### src/design/uepr_pkg.sv
// Constants for the endpoint register interface of a low-speed USB function.
// Assumes an 8-bit processor I/O port and an 8-bit data memory port.
package uepr_pkg;
  // ----------------------------------------------------------------
  // I/O register offsets
  // ----------------------------------------------------------------
  localparam logic [7:0] ADDR_DEV_ADDR   = 8'h10;
  localparam logic [7:0] ADDR_CTL_COUNT  = 8'h11;
  localparam logic [7:0] ADDR_CTL_MODE   = 8'h12;
  localparam logic [7:0] ADDR_EP1_COUNT  = 8'h13;
  localparam logic [7:0] ADDR_EP1_MODE   = 8'h14;
  localparam logic [7:0] ADDR_EP2_COUNT  = 8'h15;
  localparam logic [7:0] ADDR_EP2_MODE   = 8'h16;
  // ----------------------------------------------------------------
  // Field positions and reset values
  // ----------------------------------------------------------------
  localparam int BIT_SETUP   = 7;
  localparam int BIT_IN      = 6;
  localparam int BIT_OUT     = 5;
  localparam int BIT_ACK     = 4;
  localparam int BIT_TOGGLE  = 7;
  localparam int BIT_VALID   = 6;
  localparam int BIT_ADDR_EN = 7;
  localparam logic [7:0] REG_RESET      = 8'h00;
  localparam logic [7:0] DATA_EP_MODE_M = 8'h1F;
  localparam logic [3:0] MAX_IN_BYTES   = 4'h8;
  // ----------------------------------------------------------------
  // Buffer regions in data memory
  // ----------------------------------------------------------------
  localparam logic [7:0] BUF_A_LO = 8'hE0;
  localparam logic [7:0] BUF_A_HI = 8'hE7;
  localparam logic [7:0] BUF_B_LO = 8'hF8;
  localparam logic [7:0] BUF_B_HI = 8'hFF;
  localparam int NUM_EP    = 3;
  localparam int BUF_BYTES = 8;
endpackage : uepr_pkg

### src/design/uepr_regs.sv
// Endpoint register file, address register and endpoint buffers.
// Assumes synchronous I/O and memory strobes and an engine that reports
// token and ACK events as one-cycle pulses per endpoint.
`timescale 1ns/1ps
module uepr_regs #(
  parameter int NUM_EP    = uepr_pkg::NUM_EP,
  parameter int BUF_BYTES = uepr_pkg::BUF_BYTES
) (
  input  wire logic        sys_clk,
  input  wire logic        sys_rst,
  input  wire logic        clk_en,
  // Processor I/O port
  input  wire logic        io_wr,
  input  wire logic        io_rd,
  input  wire logic [7:0]  io_addr,
  input  wire logic [7:0]  io_wdata,
  output logic      [7:0]  io_rdata,
  // Processor data memory writes toward buffers
  input  wire logic        mem_wr_valid,
  output logic             mem_wr_ready,
  input  wire logic [7:0]  mem_addr,
  input  wire logic [7:0]  mem_wdata,
  output logic             mem_wr_blocked,
  // Engine side
  input  wire logic        sie_bus_reset,
  input  wire logic        sie_setup_data,
  input  wire logic        sie_ack_start,
  input  wire logic [2:0]  sie_ack_done,
  input  wire logic [2:0]  sie_tok_setup,
  input  wire logic [2:0]  sie_tok_in,
  input  wire logic [2:0]  sie_tok_out,
  input  wire logic [2:0]  sie_rx_valid,
  input  wire logic [2:0]  sie_buf_rd,
  input  wire logic [4:0]  sie_buf_rd_addr,
  output logic      [7:0]  sie_buf_rd_data,
  output logic             sie_addr_en,
  output logic      [6:0]  sie_dev_addr,
  output logic      [11:0] sie_mode,
  output logic      [11:0] sie_in_count,
  output logic      [2:0]  sie_toggle
);
  // Refused at elaboration: decode and buffer slots are laid out for 3 x 8 only
  if (NUM_EP != 3 || BUF_BYTES != 8)
  begin : g_bad_size
    $error("uepr_regs supports three endpoints of eight bytes only");
  end

  // ----------------------------------------------------------------
  // Address decode
  // ----------------------------------------------------------------
  // True inside either setup-guarded buffer region; used by buffer write and the blocked flag
  function automatic logic hit_setup_guard(input logic [7:0] a);
    hit_setup_guard = (a >= uepr_pkg::BUF_A_LO && a <= uepr_pkg::BUF_A_HI) ||
                      (a >= uepr_pkg::BUF_B_LO && a <= uepr_pkg::BUF_B_HI);
  endfunction : hit_setup_guard

  function automatic logic [1:0] buf_slot(input logic [7:0] a);
    if (a >= uepr_pkg::BUF_B_LO)
      buf_slot = 2'h0;
    else if (a >= 8'hF0)
      buf_slot = 2'h1;
    else if (a >= 8'hE8)
      buf_slot = 2'h2;
    else if (a >= uepr_pkg::BUF_A_LO)
      buf_slot = 2'h3;
    else
      buf_slot = 2'h3;
  endfunction : buf_slot

  // ----------------------------------------------------------------
  // Register state
  // ----------------------------------------------------------------
  logic [7:0] addr_q, addr_d;
  logic [7:0] mode_q [3], mode_d [3];
  logic [7:0] cnt_q  [3], cnt_d  [3];
  logic       lock_q, lock_d;   // Low seven bits of control mode locked
  logic       hold_q, hold_d;   // Setup flag clear refused
  logic       fwin_q, fwin_d;   // Setup data phase in progress
  logic [7:0] rdata_q, rdata_d;

  // Next-state for registers; engine events take precedence over writes
  always_comb
  begin
    addr_d  = addr_q;
    lock_d  = lock_q;
    hold_d  = hold_q;
    fwin_d  = fwin_q;
    rdata_d = uepr_pkg::REG_RESET;
    for (int e = 0; e < 3; e++)
    begin
      mode_d[e] = mode_q[e];
      cnt_d[e]  = cnt_q[e];
    end
    // Firmware writes; lock only guards the control mode register
    if (io_wr)
    begin
      if (io_addr == uepr_pkg::ADDR_DEV_ADDR)
        addr_d = io_wdata;
      else if (io_addr == uepr_pkg::ADDR_CTL_COUNT)
        cnt_d[0] = io_wdata;
      else if (io_addr == uepr_pkg::ADDR_CTL_MODE)
      begin
        if (!lock_q)
          mode_d[0][6:0] = io_wdata[6:0];
        if (!(hold_q || fwin_q) || io_wdata[uepr_pkg::BIT_SETUP])
          mode_d[0][uepr_pkg::BIT_SETUP] = io_wdata[uepr_pkg::BIT_SETUP];
      end
      else if (io_addr == uepr_pkg::ADDR_EP1_COUNT)
        cnt_d[1] = io_wdata;
      else if (io_addr == uepr_pkg::ADDR_EP1_MODE)
        mode_d[1] = io_wdata & uepr_pkg::DATA_EP_MODE_M;
      else if (io_addr == uepr_pkg::ADDR_EP2_COUNT)
        cnt_d[2] = io_wdata;
      else if (io_addr == uepr_pkg::ADDR_EP2_MODE)
        mode_d[2] = io_wdata & uepr_pkg::DATA_EP_MODE_M;
    end
    // Reads return state; a control mode read releases the control endpoint locks
    if (io_rd)
    begin
      if (io_addr == uepr_pkg::ADDR_DEV_ADDR)
        rdata_d = addr_q;
      else if (io_addr == uepr_pkg::ADDR_CTL_COUNT)
        rdata_d = cnt_q[0];
      else if (io_addr == uepr_pkg::ADDR_CTL_MODE)
      begin
        rdata_d = mode_q[0];
        lock_d = 1'b0;
        hold_d = 1'b0;
      end
      else if (io_addr == uepr_pkg::ADDR_EP1_COUNT)
        rdata_d = cnt_q[1];
      else if (io_addr == uepr_pkg::ADDR_EP1_MODE)
        rdata_d = mode_q[1];
      else if (io_addr == uepr_pkg::ADDR_EP2_COUNT)
        rdata_d = cnt_q[2];
      else if (io_addr == uepr_pkg::ADDR_EP2_MODE)
        rdata_d = mode_q[2];
    end
    if (sie_setup_data)
      fwin_d = 1'b1;
    if (sie_ack_start)
    begin
      fwin_d = 1'b0;
      hold_d = 1'b1;
    end
    if (fwin_q || sie_setup_data)
      mode_d[0][uepr_pkg::BIT_SETUP] = 1'b1;
    for (int e = 0; e < 3; e++)
    begin
      if (sie_ack_done[e])
        mode_d[e][uepr_pkg::BIT_ACK] = 1'b1;
      if (sie_tok_setup[e] || sie_tok_out[e])
        cnt_d[e][uepr_pkg::BIT_VALID] = sie_rx_valid[e];
    end
    if (sie_tok_setup[0])
      mode_d[0][uepr_pkg::BIT_SETUP] = 1'b1;
    if (sie_tok_in[0])
      mode_d[0][uepr_pkg::BIT_IN] = 1'b1;
    if (sie_tok_out[0])
      mode_d[0][uepr_pkg::BIT_OUT] = 1'b1;
    // Engine touch of low bits arms the write lock until the next control mode read
    if (sie_ack_done[0] || sie_tok_in[0] || sie_tok_out[0])
      lock_d = 1'b1;
    if (sie_bus_reset)
      addr_d = uepr_pkg::REG_RESET;
  end

  // Register stage; clock enable freezes everything
  always_ff @(posedge sys_clk or posedge sys_rst)
  begin
    if (sys_rst)
    begin
      addr_q  <= uepr_pkg::REG_RESET;
      lock_q  <= 1'b0;
      hold_q  <= 1'b0;
      fwin_q  <= 1'b0;
      rdata_q <= uepr_pkg::REG_RESET;
      for (int e = 0; e < 3; e++)
      begin
        mode_q[e] <= uepr_pkg::REG_RESET;
        cnt_q[e]  <= uepr_pkg::REG_RESET;
      end
    end
    else if (clk_en)
    begin
      addr_q  <= addr_d;
      lock_q  <= lock_d;
      hold_q  <= hold_d;
      fwin_q  <= fwin_d;
      rdata_q <= rdata_d;
      mode_q  <= mode_d;
      cnt_q   <= cnt_d;
    end
  end

  // ----------------------------------------------------------------
  // Two-entry write buffer in front of endpoint memory
  // ----------------------------------------------------------------
  // Skid storage so a stalled memory port drops no write
  logic [15:0] fifo_q [2], fifo_d [2];
  logic [1:0]  cnt_f_q, cnt_f_d;
  logic        drain;
  logic [7:0]  ram [4][8];
  // Buffer drains unless the engine is reading the same cycle
  always_comb
  begin
    drain   = (cnt_f_q != 2'h0) && (sie_buf_rd == 3'h0);
    fifo_d  = fifo_q;
    cnt_f_d = cnt_f_q;
    if (drain)
    begin
      fifo_d[0] = fifo_q[1];
      cnt_f_d   = cnt_f_q - 2'h1;
    end
    if (mem_wr_valid && mem_wr_ready)
    begin
      fifo_d[cnt_f_d[0]] = {mem_addr, mem_wdata};
      cnt_f_d            = cnt_f_d + 2'h1;
    end
  end

  always_ff @(posedge sys_clk or posedge sys_rst)
  begin
    if (sys_rst)
    begin
      cnt_f_q   <= 2'h0;
      fifo_q[0] <= 16'h0000;
      fifo_q[1] <= 16'h0000;
    end
    else if (clk_en)
    begin
      cnt_f_q <= cnt_f_d;
      fifo_q  <= fifo_d;
    end
  end

  // Memory array; blocks guarded regions while setup is pending
  logic [7:0] brd_q;
  logic       blk_q;
  always_ff @(posedge sys_clk)
  begin
    if (clk_en)
    begin
      if (drain && !(mode_q[0][uepr_pkg::BIT_SETUP] && hit_setup_guard(fifo_q[0][15:8])) &&
          fifo_q[0][15:8] >= uepr_pkg::BUF_A_LO)
        ram[buf_slot(fifo_q[0][15:8])][fifo_q[0][10:8]] <= fifo_q[0][7:0];
      brd_q <= ram[sie_buf_rd_addr[4:3]][sie_buf_rd_addr[2:0]];
    end
  end

  // Outputs registered; blocked flag and ready straight from flops
  logic rdy_q;
  always_ff @(posedge sys_clk or posedge sys_rst)
  begin
    if (sys_rst)
    begin
      blk_q <= 1'b0;
      rdy_q <= 1'b1;
    end
    else if (clk_en)
    begin
      blk_q <= drain && mode_q[0][uepr_pkg::BIT_SETUP] && hit_setup_guard(fifo_q[0][15:8]);
      rdy_q <= (cnt_f_d != 2'h2);
    end
  end

  // ----------------------------------------------------------------
  // Outputs to processor and engine
  // ----------------------------------------------------------------
  assign io_rdata        = rdata_q;
  assign mem_wr_ready    = rdy_q;
  assign mem_wr_blocked  = blk_q;
  assign sie_buf_rd_data = brd_q;
  assign sie_addr_en  = addr_q[uepr_pkg::BIT_ADDR_EN];
  assign sie_dev_addr = addr_q[6:0];
  assign sie_mode = {mode_q[2][3:0], mode_q[1][3:0], mode_q[0][3:0]};
  assign sie_in_count = {cnt_q[2][3:0], cnt_q[1][3:0], cnt_q[0][3:0]};
  assign sie_toggle = {cnt_q[2][7], cnt_q[1][7], cnt_q[0][7]};
endmodule : uepr_regs

### config.mk
export PLATFORM = sky130hd
export DESIGN_NAME = uepr_regs
export DESIGN_NICKNAME = d
export VERILOG_FILES = /design/src/design/uepr_pkg.sv /design/src/design/uepr_regs.sv
export SDC_FILE = /design/constraint.sdc
export NUM_CORES = 1
export LEC_CHECK = 0
export ABC_AREA = 0
export BUFFER_PORTS_ARGS = -buffer_cell sky130_fd_sc_hd__buf_2
export CAP_MARGIN = 10
export CORE_AREA = 2 2 162 164
export CTS_CLUSTER_SIZE = 28
export DETAILED_ROUTE_END_ITERATION = 16
export DIE_AREA = 0 0 164 166
export PLACE_DENSITY = 0.83
export SKIP_CTS_REPAIR_TIMING = 1
export SLEW_MARGIN = 20
export SYNTH_ARGS = -nofsm -noshare
export SYNTH_HDL_FRONTEND = slang
export SYNTH_SLANG_ARGS = --single-unit
### constraint.sdc
create_clock -name sys_clk -period 3.9 [get_ports sys_clk]
set_input_delay 0.975 -clock sys_clk [delete_from_list [all_inputs] [get_ports sys_clk]]
set_output_delay 0.975 -clock sys_clk [all_outputs]
set_load 0.01 [all_outputs]
### Yosys cells after proc, flatten, opt, wreduce, memory -nomap -nowiden

Memories as Yosys holds them, arrays and structs flattened.
Cells that the tools add are included.

* bits in registers: 105
* RAM bits: 256
* bits of input ports: 64
* output and inout port bits: 53
* logic and storage cells: 232
* memories kept: 1

* $add $sub $neg: 2
* $lt $le $gt $ge: 11
* eq/ne operators: 42
* muxes and demuxes: 70
* bitwise gates (word level): 10
* reduce and logical (&&, ||, !) cells: 70

Memory list
* ram: depth 4, bits a word 64, read ports 1, clocked after memory_dff 0, write ports 1, RTL line uepr_regs.sv:203 `logic [7:0] ram [4][8];`

Operators by type and width (number)
* $mux W8: 18
* $mux W24: 3
* $mux W16: 4
* $mux W64: 1
* $eq A8 B5 Y1 const B: 7
* $reduce_bool A2 Y1: 24
* $mux W23: 2
* $ne A2 B2 Y1 const B: 22
* $reduce_and A6 Y1: 7
* $bwmux W32: 1
* $ge A8 B8 Y1 const B: 4
* $mux W32: 1
* $mux W13: 2
* $mux W5: 5
* $bmux W8 S3: 1
* $demux W8 S3: 1
* $mux W1: 22
* $ne A2 B1 Y1 const B: 11
* $reduce_and A9 Y1: 2
* $demux W16 S1: 1
* $le A8 B8 Y1 const B: 2
* $reduce_and A8 Y1: 2
* $mux W7: 2
* $reduce_and A7 Y1: 2
* 20 further kinds: 58

### Logic depth before layout (Yosys ltp)

* depth after elaboration: 11
* mapped depth: 9
* gate-level depth less buffers: 7

### Least setup slack after synthesis

Ideal clock, no wire load.

* path type: input to register
* start: input sie_buf_rd[2]
* end: memory ram[0][10] in the netlist's numbering (enable)
* setup time: 0.370 ns
* data arrival time: 2.577 ns
* required time: 3.530 ns
* path slack: 0.953 ns
* cell stages on the path: 6
* buffers on the path: 1
* cell sequence: or4_1 -> buf_2 -> nor2_8 -> and4bb_2 -> nand3_1 -> nor2_1

* longest elaborated chain between the ends: 7

Ends and longest elaborated chain
* from (decl): RTL line uepr_regs.sv:33 `input wire logic [2:0] sie_buf_rd,`
* $logic_not A3 Y1: RTL line uepr_regs.sv:207 `drain = (cnt_f_q != 2'h0) && (sie_buf_rd == 3'h0);`
* $logic_and A1 B1 Y1: RTL line uepr_regs.sv:207
* $logic_and A1 B1 Y1 (2 in series): RTL line uepr_regs.sv:244 `if (drain && !(mode_q[0][uepr_pkg::BIT_SETUP] && hit_setup_guard(fifo_q[0][15:8])) &&`
* $mux W1: RTL line uepr_regs.sv:244
* $mux W1: RTL line uepr_regs.sv:242 `if (clk_en)`
* $mux W64 (implied by the code): RTL line uepr_regs.sv:246 `ram[buf_slot(fifo_q[0][15:8])][fifo_q[0][10:8]] <= fifo_q[0][7:0];`
* to (decl): RTL line uepr_regs.sv:203

No other way between the ends.

### Final worst setup path

* start: register cnt_f_q[0]
* end: memory ram[2][42] in the netlist's numbering (enable)

* longest elaborated chain between the ends: 7

Ends and longest elaborated chain
* from (decl): RTL line uepr_regs.sv:201 `logic [1:0] cnt_f_q, cnt_f_d;`
* from (signal assigned): RTL line uepr_regs.sv:232 `cnt_f_q <= cnt_f_d;`
* $reduce_bool A2 Y1: RTL line uepr_regs.sv:207
* $logic_and A1 B1 Y1: RTL line uepr_regs.sv:207
* $logic_and A1 B1 Y1 (2 in series): RTL line uepr_regs.sv:244
* $mux W1: RTL line uepr_regs.sv:244
* $mux W1: RTL line uepr_regs.sv:242
* $mux W64 (implied by the code): RTL line uepr_regs.sv:246

No other way between the ends.

==> metrics list <==
- Buffers inserted during clock tree synthesis total 35.
* Worst path buffer plus inverter count: 1
- In this run the static leakage power is about 0.0064 µW.
- Leaving out fill and tap cells, the most frequent cell in the layout is edfxtp_1.
* R2R Path Start: cnt_f_q[0]
- Die Footprint: around 27000 µm²
* Average wire length per cell after detail routing: roughly 24 µm
* CP Max Fanout: 8
- Setup repair after global routing left no endpoint under its margin.
- The run finished with clean final reports.
- Residual DRC count: 0
- On the worst path, the slowest cell contributes a delay of approximately 700 ps.
- Met2 track demand over resource in global routing: a little over two fifths
- Yosys printed 0 warnings.
- Buffers placed on the I/O ports in this run total ~110.
- Fraction of the yosys area taken by sequential cells: about 68%
* Final layout net count: about 1100
- Crit path launch type: flip-flop
* Mean instance size in the synthesized netlist: about 16 µm²
- The H-tree generated during clock tree synthesis spans 2 levels.
* Total I/O pin count: between 100 and 150
- After global routing the overflow that remains totals 0.
- Cells with a size suffix above 1 make up 33.7% of the layout.
* Power per cell area: between 500 and 600 nW/µm²
- In this run, the number of DRC markers left after iteration 0 of detailed routing was approximately 1000.
* Clock tree root driver cell: clkbuf_16
- Flops & latches, synth: approximately 360
- TritonCTS built the clock tree.
* Remaining antenna violation count: 0
* Max-cap check violation count: 0
* Worst hold path endpoint: io_rdata[5]
- The critical path goes through inv_1 > ha_1 > or4_1 > nor2_8 > and4bb_2 > nand2_1 > nor2_1.
- Hold Path Depth: 1
- The worst hold path begins at io_rdata[5].
- Placer congestion estimate: around 0.83
* Transition time at the pin with the least slew margin: 1120 ps
- Among all stages on the critical path, the largest delay is contributed by or4_1.
- The number of nets in the synthesized netlist is 1018.
- Startpoint-to-endpoint class of the critical path: flip-flop to flip-flop
- Via count of the first global-routing pass: around 9300
* Dominant delay contributor by cell family on the critical path: simple AND/OR/NAND/NOR gates
- The floorplan has approximately 60 rows.
- Setup violations remaining at the end of the flow were counted as 0.
* Number of enable-type register cells in the synthesized netlist: 264
* Met3 GRT Util: a little under 6%
- Max Clock Skew: 24.8 ps
* Routed vias: slightly above 9000
* Hold slack: ~490 ps
- The final layout contains routed wiring with a total length of approximately 35000 µm.
- Based on the critical path, the design can be clocked at up to roughly 0.32 GHz.
- Synthesis-to-layout area growth: 14.0%
- Type of element capturing the critical path: flip-flop
- In the layout the commonest cells are 264 x edfxtp_1, 113 x buf_2, 92 x dfrtp_1.
* Count of unique library cells instantiated by Yosys: 60
- Setup TNS: 0 ps
- Counting every sink on the clock net gives ~360.
- The total area inside the core boundary comes to between 20000 and 30000 µm².
* Max-slew violation count: 0
* Reg-to-reg setup timing slack: approximately 800 ps
- Global routing consumed, on the met1 layer, 34.9% of the routing resources.
- In the finished design, the share of the clock period the worst path needs comes to about four fifths.
- For the worst setup path, the data arrival time is about 3300 ps.
- Synthesized instance count: 953
- The first detailed-routing pass ran for 5 iterations.
- Height of the chip: 166 µm
* VDD IR-drop max: 0.433 mV
- After legalization and detailed placement, the total HPWL measured around 21000 µm.
* Reg2Reg Capture Point: ram[2][42]
- Starting density of the core: 59.1%
- The floorplan step set the die width to around 160 µm.
- STA puts the critical path data required time at approximately 4100 ps.
- Maximum number of pins on one net before global-route repair: 61
* Number of buffers on the longest clock path: 3
- Hold crit path type: flip-flop to flip-flop
- Hold Violations, Final: 0
- Synth Cell Area: around 15000 µm²
- Subtracting the final worst setup slack from the clock period gives about 3100 ps.
- Relative slew slack: 25.5%
- FF-to-FF path depth: 7
* Clock-pin transition on the worst setup and hold timing paths: 60 ps
- Insertion delay to the later sink of the worst-skew pair: between 500 and 600 ps
* Antenna violations before repair: 1
- Commonest register cell after synthesis: edfxtp_1
- The global routing stage identified its most utilized layer as met2.
- The first global-routing pass estimated between 50000 and 60000 µm of wire.
- For this run, asynchronously set or reset flops after synthesis account for approximately 27%.
- Using the TritonRoute via totals, the vias-per-cell ratio works out to 6.44.
* Combined global-route utilization of all metal layers: around a quarter
sequential cells by signal, summed over array words and instances (netlist names), 2 cells and up, named ones only:
name / flops
mode_q: 6
sie_buf_rd_data: 8
sie_in_count: 12
fifo_q: 16
sie_toggle: 3
addr_q: 8
cnt_f_q: 2
ram: 256
io_rdata: 8
cnt_q: 9
sie_mode: 12
logic make-up after synthesis:
logic type      Yosys count  synth area share, %
mux                     135                 13.5
xor+xnor                  3                0.174
compound gates          147                 7.34
fa+ha+maj                 1               0.0827
simple gates            215                 7.30
flops                   361                 68.4
buf+inv                  91                 3.20
area by class of cell:
class	count	area (µm²)
sequential	361	10400
fill	1613	8360
multi-input combinational	501	4290
timing repair buffer	163	953
clock buffer	42	943
tap	335	419
clock inverter	22	221
inverter	15	58.8
antenna	1	2.50
report_power, final:
group          switching [µW]  leakage, µW  internal (µW)  total, µW
clock                    1400     0.000571           2000       3400
sequential                546      0.00356           4740       5280
combinational             511      0.00229            443        954
metal layers:
metal  vias to the layer above  part of all wire [%]
met3                        82                   9.6
li1                       3953                     -
met4                         0                   3.2
met2                       560                    50
met5                         -                     0
met1                      4681                    37
worst max-delay path by stage:
stage,slack (ps),to,cells past startpoint,startpoint
final,800,ram[2][42],7,cnt_f_q[0]
after global routing,720,ram[0][14],8,cnt_f_q[0]
after CTS,860,ram[0][14],8,cnt_f_q[0]
after detailed placement,610,ram[2][41],6,sie_buf_rd[2]
after global placement,660,ram[0][8],7,sie_buf_rd[2]
after floorplan,390,asynchronous set/reset pin,1,sys_rst
through the flow:
| stage | instance area, µm² | instances | power (µW) | util (%) | setup WS, ps |
|---|---|---|---|---|---|
| 2_1_floorplan | 15100 | 953 | 5800 | - | 393 |
| 3_3_place_gp | 16100 | 1375 | 6190 | 62.8 | 660 |
| 3_5_place_dp | 16100 | 1375 | 6290 | 62.8 | 608 |
| 4_1_cts | 17200 | 1439 | 9670 | 67.3 | 863 |
| 5_1_grt | 17300 | 1439 | 9980 | 67.3 | 717 |
| 6_report | 17300 | 1440 | 9640 | 67.4 | 803 |
synth_stat cells (18+ instances only):
| library cell | instances | area, µm² |
|---|---|---|
| mux4_2 | 48 | 1080 |
| a21oi_1 | 23 | 115 |
| a22oi_1 | 20 | 150 |
| nor2_1 | 81 | 304 |
| nand2_1 | 44 | 165 |
| buf_4 | 29 | 218 |
| edfxtp_1 | 264 | 7930 |
| mux2_2 | 68 | 766 |
| nand3_1 | 28 | 140 |
| mux2i_1 | 18 | 180 |
| clkbuf_1 | 21 | 78.8 |
| dfrtp_1 | 96 | 2400 |
worst reg2reg max path: cells and delay by family, from the launching register on:
| kind | cells | cell delay (ps) |
|---|---|---|
| flip-flops | 1 | 440 |
| AND/OR/NAND/NOR | 5 | 1890 |
| buffers and inverters | 1 | 130 |
| adder cells (fa/ha/maj) | 1 | 260 |
No activity file was read; power rests on OpenSTA's default activity.
